### config.mk
export PLATFORM = sky130hd
export DESIGN_NAME = spw_scheduler
export DESIGN_NICKNAME = d
export VERILOG_FILES = /design/src/logic/spw_pkg.sv /design/src/logic/spw_scheduler.sv
export SDC_FILE = /design/constraint.sdc
export NUM_CORES = 1
export LEC_CHECK = 0
export ABC_AREA = 1
export ABC_CLOCK_PERIOD_IN_PS = 8300
export BUFFER_PORTS_ARGS = -buffer_cell sky130_fd_sc_hd__buf_2
export CORE_ASPECT_RATIO = 1.75
export CORE_MARGIN = 5
export CORE_UTILIZATION = 35
export DETAILED_ROUTE_END_ITERATION = 6
export GPL_TIMING_DRIVEN = 0
export MAX_ROUTING_LAYER = met4
export PLACE_DENSITY = 0.52
export RECOVER_POWER = 50
export SLEW_MARGIN = 25
export SYNTH_ARGS = -nofsm -noshare
export SYNTH_HDL_FRONTEND = slang
export SYNTH_SLANG_ARGS = --single-unit
### constraint.sdc
create_clock -name pclk -period 8.3 [get_ports pclk]
set_clock_uncertainty 0.2 [all_clocks]
set_input_delay 0.83 -clock pclk [delete_from_list [all_inputs] [get_ports pclk]]
set_output_delay 0.83 -clock pclk [all_outputs]
set_load 0.02 [all_outputs]
### src/logic/spw_pkg.sv
// Purpose: shared constants, types and register map of the self-polling wake-up scheduler
// Assumes: apb data 32 bits, one aligned word per register
// Notes: timing fields count reference-timer ticks
package spw_pkg;

   // ----------------------------------------------------------------
   // register byte addresses
   // ----------------------------------------------------------------
   localparam logic [7:0] SPW_ADDR_CTRL = 8'h00;
   localparam logic [7:0] SPW_ADDR_REF = 8'h04;
   localparam logic [7:0] SPW_ADDR_ON_A = 8'h08;   // on times a..d at 08,0c,10,14
   localparam logic [7:0] SPW_ADDR_OFF = 8'h18;
   localparam logic [7:0] SPW_ADDR_CHCFG = 8'h1c;
   localparam logic [7:0] SPW_ADDR_THRESH = 8'h20;
   localparam logic [7:0] SPW_ADDR_LOT = 8'h24;
   localparam logic [7:0] SPW_ADDR_SYNC_TO = 8'h28;
   localparam logic [7:0] SPW_ADDR_CMD = 8'h2c;
   localparam logic [7:0] SPW_ADDR_STATUS = 8'h30;
   localparam logic [7:0] SPW_ADDR_PEAK = 8'h34;

   // ----------------------------------------------------------------
   // field positions
   // ----------------------------------------------------------------
   localparam int SPW_CTRL_MODE_LSB = 0;         // polling_control mode, 2 bits
   localparam int SPW_CTRL_MULTI = 2;
   localparam int SPW_CTRL_ENABLE = 3;
   localparam int SPW_CTRL_DATA_SEL = 4;
   localparam int SPW_CTRL_SIGREC_SEL = 5;
   localparam int SPW_CTRL_COMB_EN = 6;          // combined_level_enable
   localparam int SPW_CTRL_RXMODE_LSB = 8;       // 3 bits
   localparam int SPW_TH_WAKE_LSB = 0;
   localparam int SPW_TH_BLK_HI_LSB = 8;
   localparam int SPW_TH_BLK_LO_LSB = 16;
   localparam int SPW_CMD_RESTART = 0;
   localparam logic [31:0] SPW_CTRL_RESET = 32'h0000_0000;
   localparam logic [31:0] SPW_TIME_RESET = 32'h0000_0001;

   // ----------------------------------------------------------------
   // modes and timing
   // ----------------------------------------------------------------
   localparam logic [1:0] SPW_MODE_COO = 2'h0;    // constant_on_off_mode
   localparam logic [1:0] SPW_MODE_FFB = 2'h1;    // fast_fallback_mode
   localparam logic [1:0] SPW_MODE_MM = 2'h2;     // mixed_polling_mode
   localparam logic [1:0] SPW_MODE_PERMANENT_SEARCH_MODE = 2'h3;   // permanent_search_mode
   localparam logic [2:0] SPW_RX_POF = 3'h0;      // packet_fifo_rx_mode
   localparam logic [2:0] SPW_RX_PACKET_TRANSPARENT_PAYLOAD_MODE = 3'h1;     // packet_transparent_payload_mode
   localparam logic [2:0] SPW_RX_TRANSPARENT_CHIP_STROBE_MODE = 3'h2;    // transparent_chip_strobe_mode
   localparam int SPW_SYS_DIV = 64;
   localparam int SPW_NUM_CFG = 4;

   typedef enum logic [5:0] {
      SPW_IDLE = 6'b000001,
      SPW_LEVEL = 6'b000010,
      SPW_DATA = 6'b000100,
      SPW_HOLD = 6'b001000,
      SPW_OFF = 6'b010000,
      SPW_RUN = 6'b100000
   } spw_state_t;

   // status from the receiver datapath
   typedef struct packed {
      logic [7:0] rssi;
      logic [7:0] sigrec;
      logic bit_sync;
      logic data_ok;
      logic data_fail;
   } spw_rx_stat_t;

   // control towards the receiver
   typedef struct packed {
      logic rx_on;
      logic [1:0] cfg_sel;
      logic [1:0] chan_sel;
      logic wu_init;
      logic run_mode;
      logic wakeup;
   } spw_rx_ctl_t;

   typedef struct packed {
      logic last;
      logic [1:0] cfg;
      logic [1:0] chan;
   } spw_slot_t;

endpackage

### src/logic/spw_scheduler.sv
// Purpose: self-polling wake-up scheduler with apb register file
// Assumes: receiver status arrives synchronous to pclk
// Notes: one sequencer, timers from pclk/64 scaled by the reference timer
`timescale 1ns/1ps
module spw_scheduler
   import spw_pkg::*;
#(
   parameter int TW = 16          // width of on/off counters
) (
   // clock and reset
   input wire logic pclk,
   input wire logic presetn,
   // apb slave
   input wire logic psel,
   input wire logic penable,
   input wire logic pwrite,
   input wire logic [7:0] paddr,
   input wire logic [31:0] pwdata,
   input wire logic [3:0] pstrb,
   output logic [31:0] prdata,
   output logic pready,
   output logic pslverr,
   // receiver side
   input wire spw_rx_stat_t rx_stat,
   output spw_rx_ctl_t rx_ctl
);

   // ----------------------------------------------------------------
   // register file
   // ----------------------------------------------------------------
   logic [31:0] ctrl, ref_time, off_time, chcfg, thresh, lot_time, sync_to;
   logic [31:0] on_time [SPW_NUM_CFG];
   logic [7:0] wakeup_rssi_peak;
   logic restart_cmd;
   logic cfg_err;
   spw_state_t state, next_state;
   logic [1:0] cfg, chan;

   wire logic wr_en = psel & penable & pwrite;
   wire logic setup = psel & ~penable;

   function automatic logic [31:0] strobe_merge(input logic [31:0] old, input logic [31:0] nw,
                                                input logic [3:0] stb);
      logic [31:0] r;
      r = old;
      for (int i = 0; i < 4; i++) begin
         if (stb[i]) begin
            r[i*8 +: 8] = nw[i*8 +: 8];
         end
      end
      return r;
   endfunction

   function automatic logic addr_mapped(input logic [7:0] a);
      return (a <= SPW_ADDR_PEAK) && (a[1:0] == 2'h0);
   endfunction

   // software writes, full aligned words with byte strobes
   always_ff @(posedge pclk or negedge presetn) begin
      if (!presetn) begin
         ctrl <= SPW_CTRL_RESET;
         ref_time <= SPW_TIME_RESET;
         off_time <= SPW_TIME_RESET;
         chcfg <= SPW_CTRL_RESET;
         thresh <= SPW_CTRL_RESET;
         lot_time <= SPW_TIME_RESET;
         sync_to <= SPW_TIME_RESET;
         for (int i = 0; i < SPW_NUM_CFG; i++) begin
            on_time[i] <= SPW_TIME_RESET;
         end
      end else if (wr_en) begin
         unique case (paddr)
            SPW_ADDR_CTRL: ctrl <= strobe_merge(ctrl, pwdata, pstrb);
            SPW_ADDR_REF: ref_time <= strobe_merge(ref_time, pwdata, pstrb);
            SPW_ADDR_OFF: off_time <= strobe_merge(off_time, pwdata, pstrb);
            SPW_ADDR_CHCFG: chcfg <= strobe_merge(chcfg, pwdata, pstrb);
            SPW_ADDR_THRESH: thresh <= strobe_merge(thresh, pwdata, pstrb);
            SPW_ADDR_LOT: lot_time <= strobe_merge(lot_time, pwdata, pstrb);
            SPW_ADDR_SYNC_TO: sync_to <= strobe_merge(sync_to, pwdata, pstrb);
            default: begin
               for (int i = 0; i < SPW_NUM_CFG; i++) begin
                  if (paddr == SPW_ADDR_ON_A + 8'(4 * i)) begin
                     on_time[i] <= strobe_merge(on_time[i], pwdata, pstrb);
                  end
               end
            end
         endcase
      end
   end

   // command register is write-only, restart is a one-cycle pulse
   always_ff @(posedge pclk or negedge presetn) begin
      if (!presetn) begin
         restart_cmd <= 1'b0;
      end else begin
         restart_cmd <= wr_en && (paddr == SPW_ADDR_CMD) && pstrb[0] && pwdata[SPW_CMD_RESTART];
      end
   end

   // read data captured in the setup cycle so the access phase needs no wait state
   always_ff @(posedge pclk or negedge presetn) begin
      if (!presetn) begin
         prdata <= 32'h0000_0000;
         pslverr <= 1'b0;
      end else if (setup) begin
         pslverr <= ~addr_mapped(paddr);
         prdata <= 32'h0000_0000;
         if (!pwrite) begin
            unique case (paddr)
               SPW_ADDR_CTRL: prdata <= ctrl;
               SPW_ADDR_REF: prdata <= ref_time;
               SPW_ADDR_OFF: prdata <= off_time;
               SPW_ADDR_CHCFG: prdata <= chcfg;
               SPW_ADDR_THRESH: prdata <= thresh;
               SPW_ADDR_LOT: prdata <= lot_time;
               SPW_ADDR_SYNC_TO: prdata <= sync_to;
               SPW_ADDR_STATUS: prdata <= {20'h00000, cfg_err, chan, cfg, 1'b0, state};
               SPW_ADDR_PEAK: prdata <= {24'h000000, wakeup_rssi_peak};
               default: begin
                  for (int i = 0; i < SPW_NUM_CFG; i++) begin
                     if (paddr == SPW_ADDR_ON_A + 8'(4 * i)) begin
                        prdata <= on_time[i];
                     end
                  end
               end
            endcase
         end
      end
   end

   assign pready = 1'b1;

   // ----------------------------------------------------------------
   // configuration decode
   // ----------------------------------------------------------------
   wire logic [1:0] mode = ctrl[SPW_CTRL_MODE_LSB +: 2];
   wire logic multi_cfg = ctrl[SPW_CTRL_MULTI];
   wire logic enable = ctrl[SPW_CTRL_ENABLE];
   wire logic data_sel = ctrl[SPW_CTRL_DATA_SEL];
   wire logic sigrec_sel = ctrl[SPW_CTRL_SIGREC_SEL];
   wire logic comb_en = ctrl[SPW_CTRL_COMB_EN];
   wire logic [2:0] rx_mode = ctrl[SPW_CTRL_RXMODE_LSB +: 3];
   wire logic [7:0] wake_th = thresh[SPW_TH_WAKE_LSB +: 8];
   wire logic [7:0] blk_hi = thresh[SPW_TH_BLK_HI_LSB +: 8];
   wire logic [7:0] blk_lo = thresh[SPW_TH_BLK_LO_LSB +: 8];

   // fast fallback based modes only accept three receive modes
   assign cfg_err = (mode != SPW_MODE_COO) && (rx_mode != SPW_RX_POF) &&
                    (rx_mode != SPW_RX_PACKET_TRANSPARENT_PAYLOAD_MODE) && (rx_mode != SPW_RX_TRANSPARENT_CHIP_STROBE_MODE);

   // ultrafast fallback qualification
   wire logic ultrafast_fallback_mode = data_sel && comb_en &&
                          (mode == SPW_MODE_FFB || mode == SPW_MODE_PERMANENT_SEARCH_MODE);

   // a slot follows constant on-off rules in coo mode and for set a in mixed mode
   function automatic logic coo_slot(input logic [1:0] m, input logic [1:0] c);
      return (m == SPW_MODE_COO) || (m == SPW_MODE_MM && c == 2'h0);
   endfunction

   // next configuration / channel; channel count per set is chcfg[2c+1:2c] + 1
   function automatic spw_slot_t next_slot(input logic [1:0] c, input logic [1:0] ch);
      spw_slot_t s;
      s = '{last: 1'b0, cfg: c, chan: ch};
      if (ch < chcfg[2*c +: 2]) begin
         s.chan = ch + 2'h1;
      end else if (multi_cfg && c != 2'(SPW_NUM_CFG - 1)) begin
         s.cfg = c + 2'h1;
         s.chan = 2'h0;
      end else begin
         s.last = 1'b1;
         s.cfg = 2'h0;
         s.chan = 2'h0;
      end
      return s;
   endfunction

   // ----------------------------------------------------------------
   // timebase: pclk/64 then reference timer
   // ----------------------------------------------------------------
   logic [5:0] div64;
   logic [15:0] ref_cnt;
   logic tick;

   // reference timer trades resolution against the longest reachable on/off time
   always_ff @(posedge pclk or negedge presetn) begin
      if (!presetn) begin
         div64 <= 6'h00;
         ref_cnt <= 16'h0000;
         tick <= 1'b0;
      end else begin
         div64 <= div64 + 6'h01;
         tick <= 1'b0;
         if (div64 == 6'(SPW_SYS_DIV - 1)) begin
            if (ref_cnt >= ref_time[15:0] || ref_cnt == 16'hffff) begin
               ref_cnt <= 16'h0000;
               tick <= 1'b1;
            end else begin
               ref_cnt <= ref_cnt + 16'h0001;
            end
         end
      end
   end

   // ----------------------------------------------------------------
   // sequencer
   // ----------------------------------------------------------------
   logic [TW-1:0] tm_cnt;
   logic [7:0] lot_cnt, sync_cnt, peak;
   logic synced;
   logic start_slot, load_on, load_off, init_wu, wake, win_restart;
   logic [1:0] tgt_cfg, tgt_chan;
   spw_slot_t adv;

   wire logic cur_coo = coo_slot(mode, cfg);
   wire logic tm_done = tick && (tm_cnt <= TW'(1));
   wire logic lot_done = tick && (lot_cnt <= 8'h01);
   wire logic sync_done = tick && (sync_cnt <= 8'h01);
   wire logic [7:0] src = sigrec_sel ? rx_stat.sigrec : rx_stat.rssi;
   wire logic win_ok = (peak > wake_th) && (peak > blk_hi);
   wire logic final_ok = (peak > wake_th) && ((peak < blk_lo) || (peak > blk_hi));
   wire logic comb_ok = sigrec_sel ? (peak > blk_hi) : final_ok;
   wire logic level_first = !data_sel || (comb_en && (cur_coo || ultrafast_fallback_mode));

   // next state and sequencing actions
   always_comb begin
      next_state = state;
      start_slot = 1'b0;
      load_on = 1'b0;
      load_off = 1'b0;
      init_wu = 1'b0;
      wake = 1'b0;
      win_restart = 1'b0;
      adv = next_slot(cfg, chan);
      tgt_cfg = adv.cfg;
      tgt_chan = adv.chan;
      unique case (state)
         SPW_IDLE: begin
            if (enable && !cfg_err) begin
               tgt_cfg = 2'h0;
               tgt_chan = 2'h0;
               start_slot = 1'b1;
               load_on = 1'b1;
            end
         end
         SPW_LEVEL, SPW_DATA: begin
            if (tm_done) begin
               if (state == SPW_LEVEL && !data_sel && cur_coo && final_ok) begin
                  wake = 1'b1;
               end else if (!cur_coo || adv.last) begin
                  load_off = mode != SPW_MODE_PERMANENT_SEARCH_MODE || !cur_coo || adv.last;
               end else begin
                  start_slot = 1'b1;
                  load_on = 1'b1;
               end
            end else if (!cur_coo && data_sel && sync_done && !synced) begin
               start_slot = 1'b1;
            end else if (state == SPW_LEVEL && lot_done) begin
               if (!data_sel) begin
                  if (cur_coo ? win_ok : final_ok) begin
                     wake = 1'b1;
                  end else if (cur_coo) begin
                     win_restart = 1'b1;
                  end else begin
                     start_slot = 1'b1;
                  end
               end else if (comb_ok) begin
                  next_state = SPW_DATA;
               end else if (cur_coo) begin
                  init_wu = 1'b1;
               end else begin
                  start_slot = 1'b1;
               end
            end else if (state == SPW_DATA) begin
               if (rx_stat.data_ok) begin
                  wake = 1'b1;
               end else if (rx_stat.data_fail) begin
                  init_wu = 1'b1;
                  if (cur_coo) begin
                     next_state = level_first ? SPW_LEVEL : SPW_DATA;
                  end else begin
                     start_slot = 1'b1;
                  end
               end else if (synced && !rx_stat.bit_sync) begin
                  init_wu = 1'b1;
                  if (cur_coo) begin
                     next_state = level_first ? SPW_LEVEL : SPW_DATA;
                  end else begin
                     start_slot = 1'b1;
                  end
               end
            end
            // an abandoned fast fallback slot either moves on, wraps or idles out the on time
            if (start_slot && !cur_coo && !tm_done) begin
               if (adv.last && mode != SPW_MODE_PERMANENT_SEARCH_MODE) begin
                  start_slot = 1'b0;
                  next_state = SPW_HOLD;
               end else begin
                  load_on = 1'b0;
               end
            end
            // coo set a handing over to the mixed mode group loads that group's on time
            if (start_slot && cur_coo && !coo_slot(mode, adv.cfg)) begin
               load_on = 1'b1;
            end
            if (load_off) begin
               next_state = SPW_OFF;
            end
            if (wake) begin
               next_state = SPW_RUN;
               start_slot = 1'b0;
            end
         end
         SPW_HOLD: begin
            if (tm_done) begin
               load_off = 1'b1;
               next_state = SPW_OFF;
            end
         end
         SPW_OFF: begin
            if (tm_done) begin
               tgt_cfg = 2'h0;
               tgt_chan = 2'h0;
               start_slot = 1'b1;
               load_on = 1'b1;
            end
         end
         SPW_RUN: begin
            if (restart_cmd) begin
               next_state = SPW_IDLE;
            end
         end
      endcase
      if (start_slot) begin
         next_state = (!data_sel || (comb_en && (coo_slot(mode, tgt_cfg) || ultrafast_fallback_mode))) ?
                      SPW_LEVEL : SPW_DATA;
      end
      if (!enable) begin
         next_state = SPW_IDLE;
      end
   end

   // state, slot pointer and on/off timer
   always_ff @(posedge pclk or negedge presetn) begin
      if (!presetn) begin
         state <= SPW_IDLE;
         cfg <= 2'h0;
         chan <= 2'h0;
         tm_cnt <= '0;
      end else begin
         state <= next_state;
         if (start_slot) begin
            cfg <= tgt_cfg;
            chan <= tgt_chan;
         end
         if (load_off) begin
            tm_cnt <= off_time[TW-1:0];
         end else if (load_on) begin
            tm_cnt <= on_time[tgt_cfg][TW-1:0];
         end else if (tick && tm_cnt != '0) begin
            tm_cnt <= tm_cnt - TW'(1);
         end
      end
   end

   // observation window and sync search timers
   always_ff @(posedge pclk or negedge presetn) begin
      if (!presetn) begin
         lot_cnt <= 8'h00;
         sync_cnt <= 8'h00;
         synced <= 1'b0;
      end else begin
         if (start_slot || init_wu || win_restart) begin
            lot_cnt <= lot_time[7:0];
         end else if (tick && lot_cnt != 8'h00) begin
            lot_cnt <= lot_cnt - 8'h01;
         end
         // sync search starts with the slot, in parallel with the level window
         if (start_slot || init_wu) begin
            sync_cnt <= sync_to[7:0];
            synced <= 1'b0;
         end else begin
            if (tick && sync_cnt != 8'h00) begin
               sync_cnt <= sync_cnt - 8'h01;
            end
            if (rx_stat.bit_sync) begin
               synced <= 1'b1;
            end
         end
      end
   end

   // the receiver shows a real level one cycle after it is switched on; until then its
   // status is junk and must stay out of the peak
   logic rx_live;

   // peak tracking survives window changes, cleared on slot start or unit init
   always_ff @(posedge pclk or negedge presetn) begin
      if (!presetn) begin
         peak <= 8'h00;
         rx_live <= 1'b0;
      end else begin
         rx_live <= rx_ctl.rx_on;
         if (start_slot || init_wu) begin
            peak <= 8'h00;
         end else if (rx_live && src > peak) begin
            peak <= src;
         end
      end
   end

   // frozen peak and outputs to the receiver
   always_ff @(posedge pclk or negedge presetn) begin
      if (!presetn) begin
         wakeup_rssi_peak <= 8'h00;
         rx_ctl <= '0;
      end else begin
         if (wake) begin
            wakeup_rssi_peak <= peak;
         end
         rx_ctl.rx_on <= next_state inside {SPW_LEVEL, SPW_DATA, SPW_RUN};
         rx_ctl.cfg_sel <= start_slot ? tgt_cfg : cfg;
         rx_ctl.chan_sel <= start_slot ? tgt_chan : chan;
         rx_ctl.wu_init <= init_wu || start_slot;
         rx_ctl.run_mode <= next_state == SPW_RUN;
         rx_ctl.wakeup <= wake;
      end
   end

endmodule // spw_scheduler

==> results_dict.tcl <==
set metrics [dict create \
    status "complete, but fails checks" \
    violations "DRC, capacitance limit, slew limit" \
    yosys_warnings 0 \
    syn_area_per_cell_um2 8.185 \
    area_growth_pct 14.67 \
    htreeDepth 2 \
    core_um2 67320 \
    ctsHoldBuffers 1 \
    final-setup-viol-count 0 \
    clk_pin_slew_ps 60 \
    tightest_slew_ps 4065 \
    syn-num-nets 3025 \
    fp.dieArea_um2 73310 \
    die_x_um 206.8 \
    fin_cells 4001 \
    yosys.area.top_type "dfrtp_1" \
    maxCapViolations 1 \
    drt_iter0_markers 2058 \
    fin_tns_setup_ps 0 \
    p_per_area_nw_per_um2 193.8 \
    post_cts_buffers 0 \
    vias 21950 \
    io_pins 110 \
    drive_gt1_frac 0.08089 \
    max_slew_margin -1.710 \
    p_leak_uw 0.01208 \
    drc 4 \
    wl_um 97130 \
    track_usage 0.2699 \
    cp_max_fo 94 \
    start_util 0.3525 \
    synthesis.area_um2 23730 \
    fin_util 0.4042 \
    synth_top_area_frac 0.4893 \
    clockBufferDepth 3 \
    antenna_found_initial 2 \
    ff2ff_setup_slack_ps 4560 \
    gr-total-overflow 0 \
    placementRows 126 \
    hold_violations 0 \
    rsz0062_at_grt "no" \
    synth_edf_count 0 \
    fmax_ghz 0.1874 \
    ys_ff_latch 473 \
    vias_per_cell 5.487 \
    clock-sinks 473 \
    ir_drop_uv 126.5 \
    gp_congestion 0.9742 \
    required_ps 8830 \
    synthFlopType "dfrtp_1" \
    path_class "input pin to asynchronous set/reset pin" \
    hold_class "flip-flop to flip-flop" \
    wl_per_cell_um 24.28 \
    grt_pass1_vias 22020 \
    min_period_over_period 0.6431 \
    cts_tree "built" \
    cts_buffers 49 \
    grt_pass1_wl_um 143300 \
    slew_viol_final 69 \
    antenna_left 0 \
    critPathLaunchType "input pin" \
    yosysUniqueCellTypes 61 \
    die_h_um 354.4 \
    nNetsFinal 3191 \
    grt_max_degree 95 \
    cts-root-buf "clkbuf_16" \
    io_buffers 107 \
    async_flop_share 1.000 \
    power_uw 5272 \
    first_pass_iters 7 \
    timing.hold.ws_ps 185.6 \
    cp-end-kind "asynchronous set/reset pin" \
    dp_cells 3909 \
    dp_hpwl_um 74070 \
    synth_area_leaders "dfrtp_1 (49%), nand2_1 (13%), o21ai_0 (10%)" \
    period_needed_ps 5338 \
    clkLatencyLatePin_ps 630 \
    syn-instance-count 2899 \
    ys_seq_area_frac 0.4993 \
    post_cts_resized 0 \
    worstPathArrival_ps 5870 \
]
==> power by group <==
group | switching, uW | internal [uW] | total (uW)
clock network | 1000 | 1370 | 2380
registers | 52.2 | 2350 | 2400
logic | 334 | 160 | 494
total | 1390 | 3880 | 5270
==> cells in the mapped netlist, drive strengths merged, types with 2 or more instances <==
master   instances
a22oi            7
a21oi          101
o2111ai         10
a211oi           3
o22ai           19
o21ai          489
nand3b           2
a22o            14
nand4           45
dfstp            9
clkbuf         111
o221ai           5
nor3            30
clkinv           2
nor2           140
a221oi          44
nor4             5
a21boi           2
o21bai           2
ha              58
inv            262
o31ai            2
xnor2            5
nand3          133
a2111oi          2
and3             2
dfrtp          464
o211ai          39
a31oi            5
o21a             4
buf             38
nand2          804
nor3b            3
xor2            26
o311ai           6
==> final timing paths <==
check / from / end / depth (start not counted)
worst max-delay path: presetn / on_time[44]$_DFFE_PN0P_ / 6
worst min-delay path: rx_ctl[7]$_DFF_PN0_ / rx_live$_DFF_PN0_ / 0
worst max register to register: ctrl[0]$_DFFE_PN0P_ / tm_cnt[15]$_DFFE_PN0P_ / 12
worst min register to register: rx_ctl[7]$_DFF_PN0_ / rx_live$_DFF_PN0_ / 0
max in group pclk: paddr[1] / prdata[11]$_DFFE_PN0P_ / 15
min in group asynchronous: presetn / div64[0]$_DFF_PN0_ / 2
==> cells by family after synthesis <==
family                     count (synthesis)  synth area share
AOI/OAI and AO/OA                        757            0.1824
xor gates and xnor gates                  31           0.01144
adders and majority gates                 58           0.03058
buffers and inverters                    413           0.06929
DFF                                      473            0.4993
muxes                                      1         0.0004219
other                                      1         0.0001580
and+or+nand+nor                         1165            0.2064
==> metal layers <==
metal	GRT usage	vias up	routed length, um
li1	-	10040	-
met1	0.2998	10680	35560
met5	-	-	0
met2	0.4617	938	49110
met4	0.1557	0	7106
met3	0.03528	290	5343
==> state kept, by name, summed over array words and instances, names as in the netlist <==
| register | cells |
|---|---|
| chcfg | 32 |
| ctrl | 32 |
| div64 | 6 |
| lot_cnt | 8 |
| lot_time | 32 |
| off_time | 32 |
| on_time | 128 |
| peak | 8 |
| prdata | 32 |
| pslverr | 1 |
| ref_cnt | 16 |
| ref_time | 32 |
| restart_cmd | 1 |
| rx_ctl | 8 |
| rx_live | 1 |
| state | 6 |
| sync_cnt | 8 |
| sync_to | 32 |
| synced | 1 |
| thresh | 32 |
| tick | 1 |
| tm_cnt | 16 |
| wakeup_rssi_peak | 8 |
==> per-stage QoR <==
stage,area (um^2),setup slack (ps)
floorplan,23730,5504
global placement,25380,-3673
detailed placement,25590,3729
CTS,27290,4402
global route,27210,2136
finish,27210,2963
==> area by class of cell <==
class                      count  area [um^2]
timing repair buffer         115        661.9
clock buffer                  73         1499
inverter                     264        994.7
clock inverter                16        191.4
sequential                   473        11850
multi-input combinational   2013        10240
buffer                       149        649.4
fill                        6887        40110
tap                          896         1121
antenna                        2        5.005
==> worst max-delay path: stages <==
cell and delay [ps]:
dlygate4sd3_1 520, clkbuf_1 2820, buf_16 340, buf_16 320
buf_16 320, buf_16 410
==> layout by cell type (no fill, tap or decap), drive strengths merged, types with 10 or more instances in the layout <==
master and instances:
o2111ai 10, dfrtp 464, nor3 30, nand3 133, a221oi 44, o211ai 39, ha 58, xor2 26
nand2 804, o21ai 489, buf 109, clkbuf 227, nor2 140, o22ai 19, a21oi 101, nand4 45
a22o 14, clkinv 11, inv 262
(Power assumes the default switching activity.)
